--- config.mk ---
export PLATFORM = sky130hd
export DESIGN_NAME = wkm_top
export DESIGN_NICKNAME = d
export VERILOG_FILES = /design/src/inc/wkm_pkg.sv /design/src/core/wkm_sync.sv /design/src/core/wkm_filter.sv /design/src/core/wkm_top.sv
export SDC_FILE = /design/constraint.sdc
export NUM_CORES = 1
export LEC_CHECK = 0
export BUFFER_PORTS_ARGS = -buffer_cell sky130_fd_sc_hd__buf_2
export CAP_MARGIN = 20
export CORE_MARGIN = 2
export CORE_UTILIZATION = 30
export CTS_CLUSTER_SIZE = 12
export DETAILED_ROUTE_END_ITERATION = 6
export PLACE_DENSITY_LB_ADDON = 0.25
export SYNTH_ARGS = -nofsm -noshare
export SYNTH_HDL_FRONTEND = slang
export SYNTH_SLANG_ARGS = --single-unit
--- constraint.sdc ---
create_clock -name I_MCLK -period 6.9 [get_ports I_MCLK]
set_clock_uncertainty 0.05 [all_clocks]
set_input_delay 0.69 -clock I_MCLK [delete_from_list [all_inputs] [get_ports I_MCLK]]
set_output_delay 0.69 -clock I_MCLK [all_outputs]
set_load 0.02 [all_outputs]
--- src/inc/wkm_pkg.sv ---
// constants and types shared by the wake input monitor files
package wkm_pkg;

    // ------------------------------------------------------------
    // clock and filter timing
    // ------------------------------------------------------------
    localparam int WKM_CLK_NS = 20;
    localparam int WKM_FLT_SHORT_NS = 16000;
    localparam int WKM_FLT_LONG_NS = 64000;
    // filter times are least times, so round up to whole cycles
    localparam int WKM_FLT_SHORT_CYC =
        (WKM_FLT_SHORT_NS + WKM_CLK_NS - 1) / WKM_CLK_NS;
    localparam int WKM_FLT_LONG_CYC =
        (WKM_FLT_LONG_NS + WKM_CLK_NS - 1) / WKM_CLK_NS;
    localparam int WKM_CNT_W = 12;
    localparam logic [WKM_CNT_W-1:0] WKM_LIM_SHORT =
        WKM_CNT_W'(WKM_FLT_SHORT_CYC);
    localparam logic [WKM_CNT_W-1:0] WKM_LIM_LONG =
        WKM_CNT_W'(WKM_FLT_LONG_CYC);

    // ------------------------------------------------------------
    // pin counts and field layout (two bits per pin, pin k at 2k)
    // ------------------------------------------------------------
    localparam int WKM_NPIN = 3;
    localparam int WKM_NAFO = 2;
    localparam int WKM_FLD_W = 2;

    // pull selection codes
    localparam logic [1:0] WKM_PULL_NONE = 2'h0;
    localparam logic [1:0] WKM_PULL_DOWN = 2'h1;
    localparam logic [1:0] WKM_PULL_UP = 2'h2;
    localparam logic [1:0] WKM_PULL_AUTO = 2'h3;

    // detection codes
    localparam logic [1:0] WKM_DET_STATIC_SHORT = 2'h0;
    localparam logic [1:0] WKM_DET_STATIC_LONG = 2'h1;
    localparam logic [1:0] WKM_DET_CYCLIC_T1 = 2'h2;
    localparam logic [1:0] WKM_DET_CYCLIC_T2 = 2'h3;

    // reset values
    localparam logic [5:0] WKM_PULL_RST = 6'h00;
    localparam logic [5:0] WKM_DET_RST = 6'h00;
    localparam logic [2:0] WKM_WEN_RST = 3'h0;
    localparam logic WKM_MEAS_RST = 1'b0;

    // device operating mode, driven by the mode controller
    typedef enum logic [1:0] {
        WKM_MODE_NORMAL,
        WKM_MODE_STOP,
        WKM_MODE_SLEEP,
        WKM_MODE_FAILSAFE
    } wkm_mode_e;

    // software configuration held by the block
    typedef struct packed {
        logic [5:0] pull;
        logic [5:0] det;
        logic [2:0] wen;
        logic meas;
    } wkm_cfg_s;

endpackage

--- src/core/wkm_sync.sv ---
// two-flop synchroniser for asynchronous pin levels
`timescale 1ns/100ps
`default_nettype none
module wkm_sync #(
    parameter int W = 1
) (
    // clock, reset, enable
    input wire logic i_clk,
    input wire logic i_rst,
    input wire logic i_ce,
    // asynchronous in, synchronous out
    input wire logic [W-1:0] i_async,
    output logic [W-1:0] o_sync
);
    logic [W-1:0] meta;

    // first stage is read only by the second stage
    always_ff @(posedge i_clk) begin
        if (i_rst) begin
            meta <= '0;
            o_sync <= '0;
        end else if (i_ce) begin
            meta <= i_async;
            o_sync <= meta;
        end
    end
endmodule
`default_nettype wire

--- src/core/wkm_filter.sv ---
// per-input glitch filter with restart on every crossing
`timescale 1ns/100ps
`default_nettype none
module wkm_filter #(
    parameter int CNT_W = 12
) (
    // clock, reset, enable
    input wire logic i_clk,
    input wire logic i_rst,
    input wire logic i_ce,
    // synchronised level, sensing window and filter length
    input wire logic i_level,
    input wire logic i_active,
    input wire logic [CNT_W-1:0] i_limit,
    // accepted level and one-cycle edge pulse
    output logic o_level,
    output logic o_edge
);
    logic [CNT_W-1:0] cnt, next_cnt;
    logic last, next_last, next_level, next_edge;

    if (CNT_W < 2) begin : g_chk
        $error("wkm_filter: CNT_W too small");
    end

    // outside the window the accepted level is frozen (last sample)
    always_comb begin
        next_cnt = cnt;
        next_last = last;
        next_level = o_level;
        next_edge = 1'b0;
        if (!i_active) begin
            next_cnt = '0;
            next_last = i_level;
        end else if (i_level != last) begin
            next_last = i_level; // crossing restarts filter
            next_cnt = '0;
        end else if (last != o_level) begin
            if (cnt >= i_limit - 1'b1) begin
                next_level = last; // either direction counts
                next_edge = 1'b1;
                next_cnt = '0;
            end else begin
                next_cnt = cnt + 1'b1;
            end
        end else begin
            next_cnt = '0;
        end
    end

    always_ff @(posedge i_clk) begin
        if (i_rst) begin
            cnt <= '0;
            last <= 1'b0;
            o_level <= 1'b0;
            o_edge <= 1'b0;
        end else if (i_ce) begin
            cnt <= next_cnt;
            last <= next_last;
            o_level <= next_level;
            o_edge <= next_edge;
        end
    end
endmodule
`default_nettype wire

--- src/core/wkm_top.sv ---
// wake input monitor: filters, pulls, status and measurement gating
`timescale 1ns/100ps
`default_nettype none
module wkm_top
    import wkm_pkg::*;
(
    // clock, reset, enable
    input wire logic I_MCLK,
    input wire logic I_RST,
    input wire logic I_CE,
    // asynchronous pins
    input wire logic [WKM_NPIN-1:0] I_WAKE_PIN,
    input wire logic [WKM_NAFO-1:0] I_AFO_PIN,
    // device state and timer windows
    input wire wkm_mode_e I_MODE,
    input wire logic [1:0] I_TIMER_WIN,
    input wire logic [WKM_NAFO-1:0] I_AFO_WAKE_EN,
    input wire logic I_SLEEP_CMD,
    // configuration writes
    input wire logic I_PULL_WR,
    input wire logic [5:0] I_PULL_DATA,
    input wire logic I_DET_WR,
    input wire logic [5:0] I_DET_DATA,
    input wire logic I_WEN_WR,
    input wire logic [2:0] I_WEN_DATA,
    input wire logic I_MEAS_WR,
    input wire logic I_MEAS_DATA,
    // status clears, one bit per flag
    input wire logic [WKM_NPIN-1:0] I_STAT_A_CLR,
    input wire logic [WKM_NAFO-1:0] I_STAT_B_CLR,
    // configuration readback
    output logic [5:0] O_PULL_CFG,
    output logic [5:0] O_DET_CFG,
    output logic [2:0] O_WEN_CFG,
    output logic O_MEAS_CFG,
    // status
    output logic [WKM_NPIN-1:0] O_STATUS_A,
    output logic [WKM_NAFO-1:0] O_STATUS_B,
    output logic [WKM_NPIN-1:0] O_LEVEL,
    // analogue controls
    output logic [WKM_NPIN-1:0] O_PULL_UP_EN,
    output logic [WKM_NPIN-1:0] O_PULL_DOWN_EN,
    output logic O_SWITCH_CLOSED,
    // event pulses
    output logic O_INT_REQ,
    output logic O_WAKE_REQ,
    output logic O_SPI_FAIL,
    output logic O_RESTART_REQ
);
    localparam int NIN = WKM_NPIN + WKM_NAFO;

    // ------------------------------------------------------------
    // configuration registers
    // ------------------------------------------------------------
    wkm_cfg_s cfg, next_cfg;

    // writes are stored even while measurement ignores them
    always_comb begin
        next_cfg = cfg;
        if (I_PULL_WR) begin
            next_cfg.pull = I_PULL_DATA;
        end
        if (I_DET_WR) begin
            next_cfg.det = I_DET_DATA;
        end
        if (I_WEN_WR) begin
            next_cfg.wen = I_WEN_DATA;
        end
        if (I_MEAS_WR) begin
            next_cfg.meas = I_MEAS_DATA;
        end
    end

    // reset leaves pins floating and measurement off
    always_ff @(posedge I_MCLK) begin
        if (I_RST) begin
            cfg.pull <= WKM_PULL_RST;
            cfg.det <= WKM_DET_RST;
            cfg.wen <= WKM_WEN_RST;
            cfg.meas <= WKM_MEAS_RST;
        end else if (I_CE) begin
            cfg <= next_cfg;
        end
    end

    // ------------------------------------------------------------
    // input conditioning
    // ------------------------------------------------------------
    logic [NIN-1:0] pin_sync;
    logic [NIN-1:0] flt_active;
    logic [NIN-1:0] flt_level;
    logic [NIN-1:0] flt_edge;
    logic [WKM_CNT_W-1:0] flt_limit [NIN];
    logic [WKM_NPIN-1:0] gated;
    logic active_mode;
    logic low_power;

    // pins are asynchronous to the oscillator clock
    wkm_sync #(
        .W(NIN)
    ) u_sync (
        .i_clk(I_MCLK),
        .i_rst(I_RST),
        .i_ce(I_CE),
        .i_async({I_AFO_PIN, I_WAKE_PIN}),
        .o_sync(pin_sync)
    );

    // measurement removes pins 0 and 1 from wake duty
    always_comb begin
        gated = {1'b0, {2{cfg.meas}}};
        active_mode = (I_MODE == WKM_MODE_NORMAL) ||
                      (I_MODE == WKM_MODE_STOP);
        low_power = (I_MODE == WKM_MODE_SLEEP) ||
                    (I_MODE == WKM_MODE_FAILSAFE);
    end

    // sensing window and filter length per wake pin
    always_comb begin
        for (int k = 0; k < WKM_NPIN; k++) begin
            case (cfg.det[k*WKM_FLD_W +: WKM_FLD_W])
                WKM_DET_STATIC_SHORT: begin
                    flt_active[k] = 1'b1;
                    flt_limit[k] = WKM_LIM_SHORT;
                end
                WKM_DET_STATIC_LONG: begin
                    flt_active[k] = 1'b1;
                    flt_limit[k] = WKM_LIM_LONG;
                end
                WKM_DET_CYCLIC_T1: begin
                    flt_active[k] = I_TIMER_WIN[0];
                    flt_limit[k] = WKM_LIM_SHORT;
                end
                WKM_DET_CYCLIC_T2: begin
                    flt_active[k] = I_TIMER_WIN[1];
                    flt_limit[k] = WKM_LIM_SHORT;
                end
                default: begin
                    flt_active[k] = 1'b1;
                    flt_limit[k] = WKM_LIM_SHORT;
                end
            endcase
            if (gated[k]) begin
                flt_active[k] = 1'b0;
            end
        end
        // alternate outputs: fixed static short filter
        for (int j = 0; j < WKM_NAFO; j++) begin
            flt_active[WKM_NPIN+j] = I_AFO_WAKE_EN[j];
            flt_limit[WKM_NPIN+j] = WKM_LIM_SHORT;
        end
    end

    // one filter per input, timed in clock cycles
    for (genvar g = 0; g < NIN; g++) begin : g_flt
        wkm_filter #(
            .CNT_W(WKM_CNT_W)
        ) u_flt (
            .i_clk(I_MCLK),
            .i_rst(I_RST),
            .i_ce(I_CE),
            .i_level(pin_sync[g]),
            .i_active(flt_active[g]),
            .i_limit(flt_limit[g]),
            .o_level(flt_level[g]),
            .o_edge(flt_edge[g])
        );
    end

    // ------------------------------------------------------------
    // status and event generation
    // ------------------------------------------------------------
    logic [WKM_NPIN-1:0] src_a, next_stat_a, next_lvl;
    logic [WKM_NAFO-1:0] src_b, next_stat_b;
    logic next_int, next_wake;

    // set beats a clear landing in the same cycle
    always_comb begin
        src_a = flt_edge[WKM_NPIN-1:0] & cfg.wen & ~gated;
        src_b = flt_edge[NIN-1:WKM_NPIN] & I_AFO_WAKE_EN;
        next_stat_a = (O_STATUS_A & ~I_STAT_A_CLR) | src_a;
        next_stat_b = (O_STATUS_B & ~I_STAT_B_CLR) | src_b;
        next_int = active_mode && ((|src_a) || (|src_b));
        next_wake = low_power && ((|src_a) || (|src_b));
    end

    // level is live, never latched; frozen outside normal/stop and on gated pins
    always_comb begin
        for (int k = 0; k < WKM_NPIN; k++) begin
            if (active_mode && !gated[k]) begin
                next_lvl[k] = flt_level[k];
            end else begin
                next_lvl[k] = O_LEVEL[k];
            end
        end
    end

    always_ff @(posedge I_MCLK) begin
        if (I_RST) begin
            O_STATUS_A <= '0;
            O_STATUS_B <= '0;
            O_LEVEL <= '0;
            O_INT_REQ <= 1'b0;
            O_WAKE_REQ <= 1'b0;
        end else if (I_CE) begin
            O_STATUS_A <= next_stat_a;
            O_STATUS_B <= next_stat_b;
            O_LEVEL <= next_lvl;
            O_INT_REQ <= next_int;
            O_WAKE_REQ <= next_wake;
        end
    end

    // ------------------------------------------------------------
    // pull sources, switch and sleep check
    // ------------------------------------------------------------
    logic [WKM_NPIN-1:0] next_pu, next_pd;
    logic next_sw, next_fail, bad_sleep;

    // auto mode follows the accepted level, not the raw pin
    always_comb begin
        for (int k = 0; k < WKM_NPIN; k++) begin
            case (cfg.pull[k*WKM_FLD_W +: WKM_FLD_W])
                WKM_PULL_NONE: begin
                    next_pu[k] = 1'b0;
                    next_pd[k] = 1'b0;
                end
                WKM_PULL_DOWN: begin
                    next_pu[k] = 1'b0;
                    next_pd[k] = 1'b1;
                end
                WKM_PULL_UP: begin
                    next_pu[k] = 1'b1;
                    next_pd[k] = 1'b0;
                end
                WKM_PULL_AUTO: begin
                    next_pu[k] = flt_level[k];
                    next_pd[k] = !flt_level[k];
                end
                default: begin
                    next_pu[k] = 1'b0;
                    next_pd[k] = 1'b0;
                end
            endcase
            if (gated[k]) begin
                next_pu[k] = 1'b0;
                next_pd[k] = 1'b0;
            end
        end
    end

    // other wake sources lie outside this block; only ours count
    always_comb begin
        next_sw = cfg.meas && (I_MODE == WKM_MODE_NORMAL);
        bad_sleep = cfg.meas && (|cfg.wen[1:0]) && !cfg.wen[2] &&
                    !(|I_AFO_WAKE_EN);
        next_fail = I_SLEEP_CMD && bad_sleep;
    end

    always_ff @(posedge I_MCLK) begin
        if (I_RST) begin
            O_PULL_UP_EN <= '0;
            O_PULL_DOWN_EN <= '0;
            O_SWITCH_CLOSED <= 1'b0;
            O_SPI_FAIL <= 1'b0;
            O_RESTART_REQ <= 1'b0;
        end else if (I_CE) begin
            O_PULL_UP_EN <= next_pu;
            O_PULL_DOWN_EN <= next_pd;
            O_SWITCH_CLOSED <= next_sw;
            O_SPI_FAIL <= next_fail;
            O_RESTART_REQ <= next_fail;
        end
    end

    // readback straight from the stored settings
    always_comb begin
        O_PULL_CFG = cfg.pull;
        O_DET_CFG = cfg.det;
        O_WEN_CFG = cfg.wen;
        O_MEAS_CFG = cfg.meas;
    end
endmodule
`default_nettype wire

== Yosys cells after proc, flatten, opt, wreduce, memory -nomap -nowiden ==
Index checks and enable logic that the tools add are counted.
Operators by class
  bitwise logic cells: 15
  mux-type cells: 68
  eq/ne operators: 36
  reduce and logical (&&, ||, !) cells: 56
  $add $sub $neg: 8
  magnitude comparators: 5
Operators by type and width (count)
  $mux W12: 20
  $pmux W12 S2: 3
  $add A12 B1 Y12 const B: 5
  $ge A12 B12 Y1: 3
  $mux W1: 36
  $sub A12 B1 Y12 const B: 3
  $eq A2 B2 Y1 const B: 14
  $pmux W1 S3: 9
  $reduce_and A5 Y1: 5
  $ge A12 B10 Y1 const B: 2
  $reduce_or A2 Y1: 12
  $reduce_and A2 Y1: 11
  $eq A2 B1 Y1 const B: 7
  $logic_not A2 Y1: 7
  $reduce_or A3 Y1: 4
  $ne A1 B1 Y1: 10
  $and A3 B3 Y3: 3
  $logic_and A1 B1 Y1: 8
  $logic_not A1 Y1: 6
  $ne A2 B2 Y1 const B: 3
  $not A1 Y1: 5
  $and A2 B2 Y2: 2
  $ne A2 B1 Y1 const B: 2
  $logic_or A1 B1 Y1: 3
  other kinds (5): 5
Word-level totals
  bits in registers: 119
  logic and storage cells: 224

== Longest topological paths before layout ==
  word-level depth: 9
  mapped depth: 9
  mapped depth without buffers: 8

== By module ==
Synthesis repeated with hierarchy kept, for this count alone.
Unflattened totals
  cell total of the unflattened synthesis: 995
  area total of the unflattened synthesis: 8069.0 um2
By module, submodules not included
  wkm_filter (g_flt[0].u_flt ...): sequential area each 300.3 um2, instances 3, cells an instance 160, area an instance 1251.2 um2
  wkm_top: sequential area each 680.7 um2, instances 1, cells an instance 171, area an instance 1412.6 um2
  wkm_filter (g_flt[4].u_flt): sequential area each 300.3 um2, instances 1, cells an instance 157, area an instance 1280.0 um2
  wkm_filter (g_flt[1].u_flt): sequential area each 300.3 um2, instances 1, cells an instance 155, area an instance 1270.0 um2
  wkm_sync: sequential area each 200.2 um2, instances 1, cells an instance 32, area an instance 352.8 um2

== Worst setup path after synthesis ==
OpenSTA, ideal clock, no wires.
  kind: register -> register
  start: register cfg, in the netlist O_DET_CFG[2]
  end: register g_flt[1].u_flt.cnt[5]
  data required time: 6755 ps
  slack: 4546 ps
  library setup time: 95 ps
  buffers on the path: 0
  cell stages (with the launch flop): 8
  data arrival time: 2209 ps
  clock period less this slack: 2354 ps
  cell sequence: dfxtp_1 -> nand2b_1 -> ha_1 -> a2111oi_0 -> nand3_1 -> a211oi_2 -> nand2_1 -> o311ai_1
Between the ends
  longest elaborated chain between the ends: 9
  elaborated cells on any way between the ends: 15
  classes of those cells: 1 x add/sub; 1 x order compare; 3 x eq/ne; 7 x mux; 3 x reduce/logical
Ends and longest elaborated chain
  from (decl): RTL line wkm_top.sv:55  | wkm_cfg_s cfg, next_cfg;
  from (signal assigned): RTL line wkm_top.sv:82  | cfg <= next_cfg;
  $eq A2 B2 Y1 / $logic_not A2 Y1 (equally long branches): RTL line wkm_top.sv:121  | case (cfg.det[k*WKM_FLD_W +: WKM_FLD_W])
  $reduce_or A3 Y1 (no source line)
  $pmux W12 S2: RTL line wkm_top.sv:121
  $sub A12 B1 Y12: RTL line wkm_filter.sv:39  | if (cnt >= i_limit - 1'b1) begin
  $ge A12 B12 Y1: RTL line wkm_filter.sv:39
  $mux W12: RTL line wkm_filter.sv:39
  $mux W12: RTL line wkm_filter.sv:38  | end else if (last != o_level) begin
  $mux W12: RTL line wkm_filter.sv:35  | end else if (i_level != last) begin
  $mux W12 *: RTL line wkm_filter.sv:32  | if (!i_active) begin
  to (signal assigned): RTL line wkm_filter.sv:58  | cnt <= next_cnt;
  to (decl): RTL line wkm_filter.sv:19  | logic [CNT_W-1:0] cnt, next_cnt;
Mark *: on every way between the ends. The rest lies on a longest branch, timed or not. The select of a mux whose other input is x is not followed.
A chain may end at the register's enable or synchronous reset.

==> flow_summary.ini <==
[setup_path]
cp_max_fo = 59
crit_end = g_flt[0].u_flt.cnt[9]$_SDFFE_PP0P_
worstSetupPathType = in -> reg
worst_ep_required_time_ps = 7190
crit_path_end_kind = register
startpoint_type = primary input
rr_endpoint = g_flt[1].u_flt.cnt[5]$_SDFFE_PP0P_
regToRegSetupSlack_ps = 4210
arrival_ps = 3680
rr_worst_depth = 7
worstSetupStartpoint = I_CE
r2r_start = O_DET_CFG[2]$_SDFFE_PP0P_

[timing]
relSlewSlack_pct = 35.98
hold_viol_final = 0
rsz0062_at_grt = false
period_share_pct = 49.08
max_freq_mhz = 295.3
setup_viol = 0
worst_slack_ps = 3514
tns_ps = 0
final-max-slew-violation-count = 0
worst_pin_slew_ps = 958.9
period_needed_ps = 3386

[route]
drt-initial-drc-count = 278
drt-pass1-iter-count = 4
via_per_inst = 5.081
drc = 0
vias = 4995
wl_um = 13990
wire_per_inst_um = 14.23
antenna_left = 0

[clock_network]
holdBufCountCts = 0
cts_buffers = 17
cts_tree = built
root_buffer = clkbuf_16
post_cts_buffers = 0
cts_resized = 0
cts.clk_slew.worst_paths_ps = 50
clk_path_buf_depth = 2
clock_latency_ps = 410
clock-sinks = 119
htreeDepth = 4

[synthesis]
synth_area_leaders = dfxtp_1 (43%), nand2_1 (6.8%), nand3_1 (5.5%)
synth_common_cells = dfxtp_1 (119), nand2_1 (101), nand3_1 (61)
yosys_warnings = 0
synth_top_area_share_pct = 42.60
syn_area_mm2 = 0.005592
synth.distinct_cells = 58
synth_edf_count = 0
synthCells = 673
ys_seq_elements = 119
ys.flop_type = dfxtp_1
yosysMostFrequentCell = dfxtp_1
synth.avg_cell_area_um2 = 8.308
syn_nets = 727
synth_area_leader_cell = dfxtp_1
synthArstFlopShare_pct = 0
yosysSeqAreaShare_pct = 42.60

[pwr]
pwr-share-comb_pct = 4.6
power_frac_clock_pct = 54.6
switchingPower_mw = 0.3775
ir_worst_vdd_mv = 0.1642
p_int_mw = 1.347
leakage_nw = 2.699
seqPwrFrac_pct = 40.9
powerDensity_mw_per_mm2 = 253.9
sw_frac_of_total_pct = 21.89

[global_routing]
antenna_found_initial = 0
grt_pass1_vias = 4575
grt_pass1_wl_um = 22960
grt_use_total_pct = 14.45
grt_start_max_net_pins = 61
grt_overflow = 0

[floorplan]
rows = 49
die_area_mm2 = 0.01975
io_pins = 75
start_util_pct = 30.81
die_y_um = 140.5
core_area_mm2 = 0.01815
die_x_um = 140.5

[cells_and_area]
drive_gt1_share_pct = 16.31
area_delta_synth_final_pct = 21.46
num_antenna_cells = 0
nets = 795
fin_area_mm2 = 0.006792

[placed_design]
portBuffers = 74
place_area_mm2 = 0.006160
pre_cts_slack_ps = 3111
gp_congestion = 0.7769
post-dp-hpwl_um = 9553

[worst_hold_path]
hold_class = reg -> reg
hp-start = O_STATUS_A[1]$_SDFFE_PP0P_

[outcome]
run_status = finished clean

[run]
cap_violations = 0
metrics by stage:
stage	utilization, %	power [mW]	hold slack, ps	cells
CTS	37.42	1.747	411.0	983
global route	37.42	1.795	426.2	983
global placement	33.94	0.7987	393.6	951
floorplan	-	0.7649	395.4	673
finish	37.42	1.724	404.3	983
detailed placement	33.94	0.7994	402.9	951
worst max-delay path, cell delays in order:
cell and delay [ps]:
buf_2 70, buf_4 550, inv_2 600, nor2_1 550, and3_1 320, a21boi_1 510, nand3_1 140, a31oi_1 180
how the worst min path moves through the flow:
stage                                    endpoint  slack (ps)  cells after the start
6_report               O_STATUS_A[1]$_SDFFE_PP0P_         400                      2
5_1_grt                   O_WAKE_REQ$_SDFFE_PP0P_         430                      2
4_1_cts                O_STATUS_A[1]$_SDFFE_PP0P_         410                      2
3_5_place_dp           O_STATUS_A[1]$_SDFFE_PP0P_         400                      2
3_3_place_gp           O_STATUS_A[1]$_SDFFE_PP0P_         390                      2
2_1_floorplan  g_flt[1].u_flt.o_edge$_SDFFE_PP0P_         400                      2
kinds of logic (layout without fill, tap and decap cells):
logic type	Yosys count	in the layout	share of synthesized area, %
adder cells (fa/ha/maj)	14	14	3.133
multiplexers	29	29	5.191
XOR/XNOR	9	9	1.410
buffers and inverters	37	118	2.640
flip-flops	119	119	42.60
AO/OA/AOI/OAI	147	147	17.07
AND/OR/NAND/NOR	318	318	27.95
flip-flops by register name (all words and copies together) (netlist names):
name / count
O_MEAS_CFG: 1
O_WAKE_REQ: 1
O_LEVEL: 3
u_sync.o_sync: 5
g_flt.u_flt.last: 5
O_PULL_UP_EN: 3
g_flt.u_flt.o_edge: 5
O_RESTART_REQ: 1
O_DET_CFG: 6
O_STATUS_A: 3
O_SWITCH_CLOSED: 1
g_flt.u_flt.cnt: 60
u_sync.meta: 5
O_PULL_CFG: 6
g_flt.u_flt.o_level: 5
O_PULL_DOWN_EN: 3
O_STATUS_B: 2
O_INT_REQ: 1
O_WEN_CFG: 3
routing by layer:
metal	up-vias	track usage [%]	share of wire, %
li1	2575	-	-
met1	2322	19.61	49
met2	92	22.65	45
met3	6	4.308	5.1
met4	0	3.474	0.44
met5	-	0	0
cell usage in the layout (no fill, tap or decap), drive strengths merged, types with 3 or more instances in the layout:
| master | n |
|---|---|
| dfxtp | 119 |
| nand2 | 103 |
| buf | 77 |
| nand3 | 61 |
| nor2 | 60 |
| a21oi | 48 |
| mux2i | 29 |
| o21ai | 23 |
| clkbuf | 21 |
| and3 | 16 |
| ha | 14 |
| nand2b | 13 |
| a31oi | 13 |
| a21o | 12 |
| or3 | 11 |
| inv | 10 |
| nor3 | 9 |
| o31ai | 7 |
| nand4 | 7 |
| xor2 | 7 |
| a32oi | 7 |
| o22ai | 6 |
| nor2b | 6 |
| nor4 | 6 |
| nand3b | 6 |
| and2 | 6 |
| a2111oi | 5 |
| a31o | 5 |
| nor3b | 4 |
| a22oi | 4 |
| bufinv | 4 |
| or2 | 4 |
| clkinv | 4 |
| o211ai | 3 |
power by group through the flow:
| stage | Clock (mW) | Combinational, mW | Sequential [mW] |
|---|---|---|---|
| after CTS | 0.962 | 0.0805 | 0.704 |
| final | 0.941 | 0.0789 | 0.704 |
| after global routing | 1.00 | 0.0883 | 0.705 |
| after detailed placement | 0 | 0.0802 | 0.719 |
| after global placement | 0 | 0.0794 | 0.719 |
| after floorplan | 0 | 0.0425 | 0.722 |
area by class of cell:
class                   instances  area (um2)
flip-flops and latches        119        2382
clock buffers                  21       460.4
clock inverters                11       171.4
multi-input cells             517        3062
well taps                     229       286.5
inverters                       9       33.78
repair buffers                 77       395.4
fillers                      1854       11360
(Power assumes the default switching activity.)
